**config.mk**
```make
export PLATFORM = sky130hd
export DESIGN_NAME = remote_local_command_gate
export DESIGN_NICKNAME = d
export VERILOG_FILES = /design/src/rtl/cmd_gate_pkg.sv /design/src/rtl/remote_local_command_gate.sv /design/src/rtl/resp_mem.sv /design/src/rtl/stb_summary.sv
export SDC_FILE = /design/constraint.sdc
export NUM_CORES = 1
export LEC_CHECK = 0
export CORE_ASPECT_RATIO = 1.4
export CORE_MARGIN = 3
export CORE_UTILIZATION = 44
export CTS_CLUSTER_DIAMETER = 30
export CTS_CLUSTER_SIZE = 30
export DETAILED_ROUTE_END_ITERATION = 7
export DONT_BUFFER_PORTS = 1
export PLACE_DENSITY = 0.62
export RECOVER_POWER = 25
export SKIP_CTS_REPAIR_TIMING = 1
export SLEW_MARGIN = 20
export SYNTH_ARGS = -nofsm -noshare
export SYNTH_HDL_FRONTEND = slang
export SYNTH_SLANG_ARGS = --single-unit
```
**constraint.sdc**
```tcl
create_clock -name CLK_I -period 2.8 [get_ports CLK_I]
set_input_delay 0.28 -clock CLK_I [delete_from_list [all_inputs] [get_ports CLK_I]]
set_output_delay 0.28 -clock CLK_I [all_outputs]
set_load 0.1 [all_outputs]
```
**src/rtl/cmd_gate_pkg.sv**
```systemverilog
// Purpose: shared types and constants for the remote/local command gate
// Assumes: one 10 MHz clock, synchronous active-low reset
// Notes:   command classes arrive pre-decoded from the parser
package cmd_gate_pkg;

   typedef enum logic [1:0] {
      ST_LOCAL,
      ST_LOCAL_LOCKOUT,
      ST_REMOTE,
      ST_REMOTE_LOCKOUT
   } rl_state_t;

   // pre-decoded command descriptor
   typedef struct packed {
      logic       is_query;
      logic       is_calcomp;
      logic       is_protected;
      logic       is_stb_query;
      logic [7:0] opcode;
   } cmd_desc_t;

   // bus interface messages, one-cycle pulses
   typedef struct packed {
      logic mla;
      logic gtl;
      logic llo;
      logic spoll;
      logic cls;
   } bus_msg_t;

   localparam int  RESP_W         = 8;
   localparam int  QUEUE_DEPTH    = 8;
   localparam int  QUEUE_AW       = 3;
   localparam int  SRE_W          = 8;
   localparam logic [7:0] SRE_RESET   = 8'h00;
   localparam logic [7:0] ERR_PROTECT = 8'h5a;
   localparam logic [7:0] ERR_REJECT  = 8'h5b;
   localparam logic [7:0] ERR_NONE    = 8'h00;
   localparam logic [7:0] STB_SUM_MSK = 8'h3e;
   localparam int  STB_SAV        = 1;
   localparam int  STB_ISCB       = 2;
   localparam int  STB_EAV        = 3;
   localparam int  STB_MAV        = 4;
   localparam int  STB_ESB        = 5;
   localparam int  STB_RQS        = 6;

endpackage

```
**src/rtl/remote_local_command_gate.sv**
```systemverilog
// Purpose: command acceptance, remote/local state, response queue, STB
// Assumes: commands arrive pre-decoded, one per handshake, same clock;
//          bus messages are one-cycle pulses; pins except PANEL_KEY_I are synchronised here
// Notes:   a command is taken only once the previous one is done, so order is preserved
//
// Contract
// execute commands in arrival order, each finished before next starts
// in local, reject calibration and compensation commands incl. mem fix
// in listen-only, reject cal/comp commands and all queries
// protected commands run only with protect switch 1, else log error
// local accepts front panel and remote commands except restricted ones
// local-lockout plus remote command goes to remote-lockout
// REN asserted and listen address enters remote
// remote indicator lit while in a remote state
// in remote, only clear/local key acts; it returns to local
// go-to-local in remote returns to local
// remote-lockout entered only from remote or local-lockout
// in remote-lockout clear/local key shows lockout message, no change
// go-to-local in remote-lockout goes to local-lockout
// LLO with REN adds lockout; REN low drops to plain local
// query responses queue and leave first-in first-out per read
// empty queue on read sends no response
// each status source has an enabled summary bit in the status byte
// SRQ asserted while any enabled status condition is active; code sets it on an enabled rise and drops it on poll or clear
// status byte returned on serial poll and on its query
// at power-up status byte derives from the stored enable register
`timescale 1ns/100ps
module remote_local_command_gate
   import cmd_gate_pkg::*;
#(
   parameter int DEPTH_AW = QUEUE_AW
) (
   input  wire logic              CLK_I,
   input  wire logic              RESETN_I,
   input  wire logic              REN_I,
   input  wire logic              PROTECT_SW_I,
   input  wire logic              LISTEN_ONLY_I,
   input  wire logic              CLEAR_LOCAL_KEY_I,
   input  wire logic              PANEL_KEY_I,
   input  wire bus_msg_t          BUS_MSG_I,
   input  wire logic              CMD_VALID_I,
   input  wire cmd_desc_t         CMD_I,
   output logic                   CMD_READY_O,
   output logic                   EXEC_VALID_O,
   output logic [7:0]             EXEC_OPCODE_O,
   input  wire logic              EXEC_DONE_I,
   input  wire logic              RESP_VALID_I,
   input  wire logic [RESP_W-1:0] RESP_DATA_I,
   input  wire logic              READ_REQ_I,
   output logic                   READ_VALID_O,
   output logic [RESP_W-1:0]      READ_DATA_O,
   input  wire logic [7:0]        SRE_NV_I,
   input  wire logic              SRE_WR_I,
   input  wire logic [7:0]        SRE_DATA_I,
   input  wire logic              ESB_I,
   input  wire logic              EAV_I,
   input  wire logic              ISCB_I,
   input  wire logic              SAV_I,
   output logic                   ERR_PUSH_O,
   output logic [7:0]             ERR_CODE_O,
   output logic                   PANEL_ACCEPT_O,
   output logic                   REMOTE_LED_O,
   output logic                   LOCKOUT_MSG_O,
   output logic [7:0]             STB_O,
   output logic                   SRQ_O
);

   ////////////////////////////////////////////////////////////////////
   // pin synchronisers; first stage feeds only the second
   logic [3:0] pin_meta_r;
   logic [3:0] pin_sync_r;
   logic       ren;
   logic       protect_sw;
   logic       listen_only;
   logic       key_lvl;
   logic       key_prev_r;
   logic       key_press;

   always_ff @(posedge CLK_I) begin
      if (!RESETN_I) begin
         pin_meta_r <= 4'h0;
         pin_sync_r <= 4'h0;
      end else begin
         pin_meta_r <= {CLEAR_LOCAL_KEY_I, LISTEN_ONLY_I,
                        PROTECT_SW_I, REN_I};
         pin_sync_r <= pin_meta_r;
      end
   end

   assign ren         = pin_sync_r[0];
   assign protect_sw  = pin_sync_r[1];
   assign listen_only = pin_sync_r[2];
   assign key_lvl     = pin_sync_r[3];

   always_ff @(posedge CLK_I) begin
      if (!RESETN_I) begin
         key_prev_r <= 1'b0;
      end else begin
         key_prev_r <= key_lvl;
      end
   end

   assign key_press = key_lvl & ~key_prev_r;

   ////////////////////////////////////////////////////////////////////
   // remote/local state
   rl_state_t state_r;
   rl_state_t state_nxt;
   logic      remote_cmd;

   // a listen address or any taken command counts as a remote command
   assign remote_cmd = BUS_MSG_I.mla | (CMD_VALID_I & CMD_READY_O);

   always_comb begin
      state_nxt = state_r;
      if (!ren) begin
         state_nxt = ST_LOCAL;
      end else begin
         unique case (state_r)
            ST_LOCAL: begin
               if (BUS_MSG_I.llo) begin
                  state_nxt = ST_LOCAL_LOCKOUT;
               end else if (BUS_MSG_I.mla) begin
                  state_nxt = ST_REMOTE;
               end
            end
            ST_LOCAL_LOCKOUT: begin
               if (remote_cmd) begin
                  state_nxt = ST_REMOTE_LOCKOUT;
               end
            end
            ST_REMOTE: begin
               if (BUS_MSG_I.llo) begin
                  state_nxt = ST_REMOTE_LOCKOUT;
               end else if (BUS_MSG_I.gtl || key_press) begin
                  state_nxt = ST_LOCAL;
               end
            end
            ST_REMOTE_LOCKOUT: begin
               if (BUS_MSG_I.gtl) begin
                  state_nxt = ST_LOCAL_LOCKOUT;
               end
            end
         endcase
      end
   end

   always_ff @(posedge CLK_I) begin
      if (!RESETN_I) begin
         state_r <= ST_LOCAL;
      end else begin
         state_r <= state_nxt;
      end
   end

   logic is_remote;
   assign is_remote = (state_r == ST_REMOTE) ||
                      (state_r == ST_REMOTE_LOCKOUT);

   always_ff @(posedge CLK_I) begin
      if (!RESETN_I) begin
         REMOTE_LED_O   <= 1'b0;
         LOCKOUT_MSG_O  <= 1'b0;
         PANEL_ACCEPT_O <= 1'b0;
      end else begin
         REMOTE_LED_O   <= is_remote;
         LOCKOUT_MSG_O  <= (state_r == ST_REMOTE_LOCKOUT) & key_press;
         PANEL_ACCEPT_O <= PANEL_KEY_I & ~is_remote;
      end
   end

   ////////////////////////////////////////////////////////////////////
   // command gate: one command in flight at a time
   logic       busy_r;
   logic       reject;
   logic       protect_fail;
   logic       is_local;
   logic       take;
   logic       stb_query_r;

   assign is_local = (state_r == ST_LOCAL) ||
                     (state_r == ST_LOCAL_LOCKOUT);
   assign reject = (is_local & CMD_I.is_calcomp) |
                   (listen_only & (CMD_I.is_calcomp | CMD_I.is_query));
   assign protect_fail = CMD_I.is_protected & ~protect_sw;

   // stall while a command runs, so the next cannot start early
   assign CMD_READY_O = ~busy_r;
   assign take        = CMD_VALID_I & CMD_READY_O;

   always_ff @(posedge CLK_I) begin
      if (!RESETN_I) begin
         busy_r        <= 1'b0;
         EXEC_VALID_O  <= 1'b0;
         EXEC_OPCODE_O <= 8'h00;
      end else if (take && !reject && !protect_fail
                   && !CMD_I.is_stb_query) begin
         busy_r        <= 1'b1;
         EXEC_VALID_O  <= 1'b1;
         EXEC_OPCODE_O <= CMD_I.opcode;
      end else if (busy_r && EXEC_DONE_I) begin
         busy_r       <= 1'b0;
         EXEC_VALID_O <= 1'b0;
      end
   end

   always_ff @(posedge CLK_I) begin
      if (!RESETN_I) begin
         ERR_PUSH_O <= 1'b0;
         ERR_CODE_O <= ERR_NONE;
      end else begin
         ERR_PUSH_O <= take & (reject | protect_fail);
         ERR_CODE_O <= reject ? ERR_REJECT :
                       (protect_fail ? ERR_PROTECT : ERR_NONE);
      end
   end

   // status-byte query answers from the gate itself
   always_ff @(posedge CLK_I) begin
      if (!RESETN_I) begin
         stb_query_r <= 1'b0;
      end else begin
         stb_query_r <= take & CMD_I.is_stb_query & ~reject;
      end
   end

   ////////////////////////////////////////////////////////////////////
   // output queue; full queue drops further responses
   logic [DEPTH_AW:0]   wptr_r;
   logic [DEPTH_AW:0]   rptr_r;
   logic                q_empty;
   logic                q_full;
   logic                push;
   logic                pop;
   logic [RESP_W-1:0]   push_data;
   logic [RESP_W-1:0]   mem_rdata;
   logic                pop_d_r;

   assign q_empty   = (wptr_r == rptr_r);
   assign q_full    = (wptr_r[DEPTH_AW] != rptr_r[DEPTH_AW]) &&
                      (wptr_r[DEPTH_AW-1:0] == rptr_r[DEPTH_AW-1:0]);
   assign push      = (RESP_VALID_I | stb_query_r) & ~q_full;
   assign push_data = stb_query_r ? STB_O : RESP_DATA_I;
   assign pop       = READ_REQ_I & ~q_empty;

   always_ff @(posedge CLK_I) begin
      if (!RESETN_I) begin
         wptr_r <= '0;
         rptr_r <= '0;
      end else begin
         if (push) begin
            wptr_r <= wptr_r + 1'b1;
         end
         if (pop) begin
            rptr_r <= rptr_r + 1'b1;
         end
      end
   end

   resp_mem #(
      .W  (RESP_W),
      .AW (DEPTH_AW)
   ) u_mem (
      .clk_i   (CLK_I),
      .we_i    (push),
      .waddr_i (wptr_r[DEPTH_AW-1:0]),
      .wdata_i (push_data),
      .raddr_i (rptr_r[DEPTH_AW-1:0]),
      .rdata_o (mem_rdata)
   );

   always_ff @(posedge CLK_I) begin
      if (!RESETN_I) begin
         pop_d_r <= 1'b0;
      end else begin
         pop_d_r <= pop;
      end
   end

   assign READ_VALID_O = pop_d_r;
   assign READ_DATA_O  = mem_rdata;

   ////////////////////////////////////////////////////////////////////
   // service request enable: loaded from storage at reset release
   logic [SRE_W-1:0] sre_r;
   logic             load_pend_r;

   always_ff @(posedge CLK_I) begin
      if (!RESETN_I) begin
         load_pend_r <= 1'b1;
         sre_r       <= SRE_RESET;
      end else if (load_pend_r) begin
         load_pend_r <= 1'b0;
         sre_r       <= SRE_NV_I;
      end else if (SRE_WR_I) begin
         sre_r <= SRE_DATA_I;
      end
   end

   stb_summary u_stb (
      .clk_i      (CLK_I),
      .resetn_i   (RESETN_I),
      .sre_i      (sre_r),
      .esb_i      (ESB_I),
      .mav_i      (~q_empty),
      .eav_i      (EAV_I),
      .iscb_i     (ISCB_I),
      .sav_i      (SAV_I),
      .poll_clr_i (BUS_MSG_I.spoll | BUS_MSG_I.cls),
      .stb_o      (STB_O),
      .srq_o      (SRQ_O)
   );

endmodule

```
**src/rtl/resp_mem.sv**
```systemverilog
// Purpose: small response store with registered read data
// Assumes: single clock, one write and one read port
// Notes:   no reset on the array; contents are only read once written
`timescale 1ns/100ps
module resp_mem
   import cmd_gate_pkg::*;
#(
   parameter int W  = RESP_W,
   parameter int AW = QUEUE_AW
) (
   input  wire logic          clk_i,
   input  wire logic          we_i,
   input  wire logic [AW-1:0] waddr_i,
   input  wire logic [W-1:0]  wdata_i,
   input  wire logic [AW-1:0] raddr_i,
   output logic      [W-1:0]  rdata_o
);

   logic [W-1:0] mem_r [2**AW];

   always_ff @(posedge clk_i) begin
      if (we_i) begin
         mem_r[waddr_i] <= wdata_i;
      end
   end

   always_ff @(posedge clk_i) begin
      rdata_o <= mem_r[raddr_i];
   end

endmodule

```
**src/rtl/stb_summary.sv**
```systemverilog
// Purpose: serial poll status byte and service request
// Assumes: condition bits are levels on the same clock
// Notes:   rqs rises on an enabled 0-to-1 change of a summary bit
`timescale 1ns/100ps
module stb_summary
   import cmd_gate_pkg::*;
(
   input  wire logic       clk_i,
   input  wire logic       resetn_i,
   input  wire logic [7:0] sre_i,
   input  wire logic       esb_i,
   input  wire logic       mav_i,
   input  wire logic       eav_i,
   input  wire logic       iscb_i,
   input  wire logic       sav_i,
   input  wire logic       poll_clr_i,
   output logic      [7:0] stb_o,
   output logic            srq_o
);

   logic [7:0] cond;
   logic [7:0] cond_prev_r;
   logic       mss;
   logic       rqs_r;

   always_comb begin
      cond           = 8'h00;
      cond[STB_SAV]  = sav_i;
      cond[STB_ISCB] = iscb_i;
      cond[STB_EAV]  = eav_i;
      cond[STB_MAV]  = mav_i;
      cond[STB_ESB]  = esb_i;
   end

   assign mss = |(cond & sre_i & STB_SUM_MSK);

   always_ff @(posedge clk_i) begin
      if (!resetn_i) begin
         cond_prev_r <= 8'h00;
      end else begin
         cond_prev_r <= cond;
      end
   end

   // a new enabled rise wins over a poll clear in the same cycle
   always_ff @(posedge clk_i) begin
      if (!resetn_i) begin
         rqs_r <= 1'b0;
      end else if (|(cond & ~cond_prev_r & sre_i & STB_SUM_MSK)) begin
         rqs_r <= 1'b1;
      end else if (poll_clr_i || !mss) begin
         rqs_r <= 1'b0;
      end
   end

   // status byte is recomputed from the conditions every cycle; only its
   // rqs bit uses sre, so only rqs reflects the restored enable value
   always_ff @(posedge clk_i) begin
      if (!resetn_i) begin
         stb_o <= 8'h00;
      end else begin
         stb_o          <= cond;
         stb_o[STB_RQS] <= rqs_r | (|(cond & ~cond_prev_r & sre_i
                                      & STB_SUM_MSK));
      end
   end

   assign srq_o = rqs_r;

endmodule

```
==> flow_metrics.tcl <==
set metrics [dict create \
    p_per_area_nw_per_um2 926.0 \
    postPlaceCellArea_um2 4835 \
    ys.flop_type "edfxtp_1" \
    syn_area_um2 4644 \
    die_w_um 92.83 \
    final_common_cell "edfxtp_1" \
    crit_type "reg2reg" \
    fmax_mhz 436.2 \
    end_kind "register" \
    min_path_type "in2reg" \
    synth_cell_types 41 \
    place_ws_ps 770.5 \
    routabilityCongestion 0.7392 \
    grt_usage_pct 16.17 \
    worst_skew_pair.late_latency_ps 400 \
    most-common-layout-cells "64 x edfxtp_1, 56 x dfxtp_1, 28 x nor2_1, 17 x clkbuf_16" \
    setup_ws_ps 507.4 \
    diodes 0 \
    synth_seq_cells 121 \
    ios 97 \
    outcome "finished clean" \
    die_h_um 127.6 \
    grt-ovfl-total 0 \
    antenna_found_initial 0 \
    relSlewSlack_pct 13.74 \
    design_area_um2 5517 \
    fin_util_pct 54.54 \
    core_area_um2 10110 \
    h-tree-depth 4 \
    fin_nets 421 \
    grt_pass1_vias 2737 \
    first_pass_iters 4 \
    drv_slew 0 \
    tns_ps 0 \
    rsz0062_at_grt "no" \
    worstHoldStart "RESETN_I" \
    synthArstFlopShare_pct 0 \
    r2r_slack_ps 510 \
    drive_above_1_share_pct 20.53 \
    synth_enable_flop_cells 64 \
    fin_skew_ps 8.613 \
    post_drt_wl_per_cell_um 17.98 \
    clkTransAtPathRegs_ps 50 \
    maxCapViolations 0 \
    routed_wl_um 9170 \
    critPathLaunch "stb_query_r" \
    hold_depth 1 \
    viasPerCell 5.255 \
    hold_violations 0 \
    worstPathRequired_ps 2850 \
    drc 0 \
    io_buffers 0 \
    synth.yosys.seq_area_share_pct 65.95 \
    cts_sinks 121 \
    placementRows 43 \
    met1_usage_pct 18.49 \
    finalSetupViolations 0 \
    worstMarginPinSlew_ps 1294 \
    syn_to_final_growth_pct 18.78 \
    dieArea_um2 11840 \
    route.vias.total 2680 \
    ant_nets 0 \
    yosys_warnings 0 \
    clockBufferDepth 2 \
    use_met3_pct 6.184 \
    reg2reg_from "stb_query_r" \
    drtIter0Drc 131 \
    critPathMaxFanout 9 \
    grt_pass1_wl_um 14200 \
    setup.worst_path.start_class "register" \
    hold_slack_ps 4.692 \
    ir_worst_vdd_uv 432.2 \
    p_leak_uw 0.001994 \
    gr-max-usage-layer "met2" \
    worstReg2RegEnd "u_mem.mem_r[7][1]" \
    hpwl_um 5966 \
    start_util_pct 45.92 \
    cp_data_arrival_time_ps 2340 \
    met2_usage_pct 27.45 \
    period_share_pct 81.88 \
    period_needed_ps 2293 \
    syn-mean-instance-area_um2 13.91 \
    cts_root_buf "clkbuf_16" \
    rr_worst_depth 5 \
    tritoncts "yes" \
    hold_path_end "busy_r" \
    grt_max_degree 33 \
    cts_inserted_buffers 17 \
    syn_inst 334 \
]
-- area by class of cell --
type	count	area [um2]
sequential	121	3067
multi-input combinational	185	1430
timing repair buffer	30	237.7
inverter	7	26.28
clock buffer	19	432.9
tap	135	168.9
clock inverter	13	153.9
fill	880	4598
-- flip-flops by register name, indices dropped and copies added, names as in the netlist --
register,cells
u_mem.rdata_o,8
READ_VALID_O,1
REMOTE_LED_O,1
PANEL_ACCEPT_O,1
state_r,2
key_prev_r,1
load_pend_r,1
stb_query_r,1
sre_r,5
ERR_CODE_O,2
EXEC_OPCODE_O,8
u_stb.srq_o,1
ERR_PUSH_O,1
LOCKOUT_MSG_O,1
rptr_r,4
wptr_r,4
pin_meta_r,4
pin_sync_r,4
busy_r,1
u_mem.mem_r,64
u_stb.stb_o,6
-- cells in the mapped netlist, types with 6 or more instances --
master     n  share of area (%)
a21oi_1   16                1.7
and2_1    16                2.2
buf_4      9                1.5
clkbuf_1  11               0.89
dfxtp_1   57                 25
edfxtp_1  64                 41
inv_1      7               0.57
mux2_2    14                3.4
mux2i_1    8                1.7
mux4_2    16                7.8
nand2_1   14                1.1
nand2b_1   6               0.81
nand3_1   13                1.4
nor2_1    28                2.3
nor3_1     6               0.65
o21ai_0    9               0.97
-- kinds of logic (layout without fill, tap and decap cells) --
family | after synthesis | after routing | share of synthesized area [%]
fa+ha+maj | 2 | 2 | 0.5387
simple gates | 94 | 94 | 9.995
buf+inv | 32 | 69 | 3.583
xor+xnor | 7 | 7 | 1.643
flops | 121 | 121 | 65.95
compound gates | 39 | 39 | 5.334
mux | 38 | 38 | 12.88
other cells | 1 | 5 | 0.08074
-- critical path, stage by stage, from the launching register on --
cell and delay, ps:
dfxtp_1 300, clkbuf_1 510, nor2_1 150, a41oi_2 410, nand4_1 200, inv_1 370
-- routing by layer --
metal / vias to the layer above / share of wire, % / wire, um
met4: 0 / 0.98 / 90
met2: 73 / 54 / 4970
li1: 1270 / - / -
met5: - / 0 / 0
met3: 8 / 5.0 / 459
met1: 1329 / 40 / 3649
-- worst max path at each step --
stage                              endpoint  slack (ps)  depth (start not counted)
after floorplan                      busy_r         670                          3
after global placement    u_mem.mem_r[7][2]         830                          4
after detailed placement  u_mem.mem_r[7][3]         770                          4
after CTS                 u_mem.mem_r[7][2]         750                          4
after global routing      u_mem.mem_r[7][0]         310                          5
final                     u_mem.mem_r[7][1]         510                          5
-- stage by stage --
| step | std cells | total power, uW |
|---|---|---|
| 2_1_floorplan | 338 | 2913 |
| 3_3_place_gp | 467 | 2997 |
| 3_5_place_dp | 467 | 3006 |
| 4_1_cts | 499 | 5148 |
| 5_1_grt | 510 | 5300 |
| 6_report | 510 | 5108 |
-- power breakdown --
group | switching (uW) | total [uW] | internal (uW) | leakage [uW]
registers | 422 | 2410 | 1980 | 0.00105
logic | 327 | 564 | 237 | 0.000659
clock network | 746 | 2140 | 1390 | 0.000282
total | 1500 | 5110 | 3610 | 0.00199
Power figures use the tool's default switching activity.
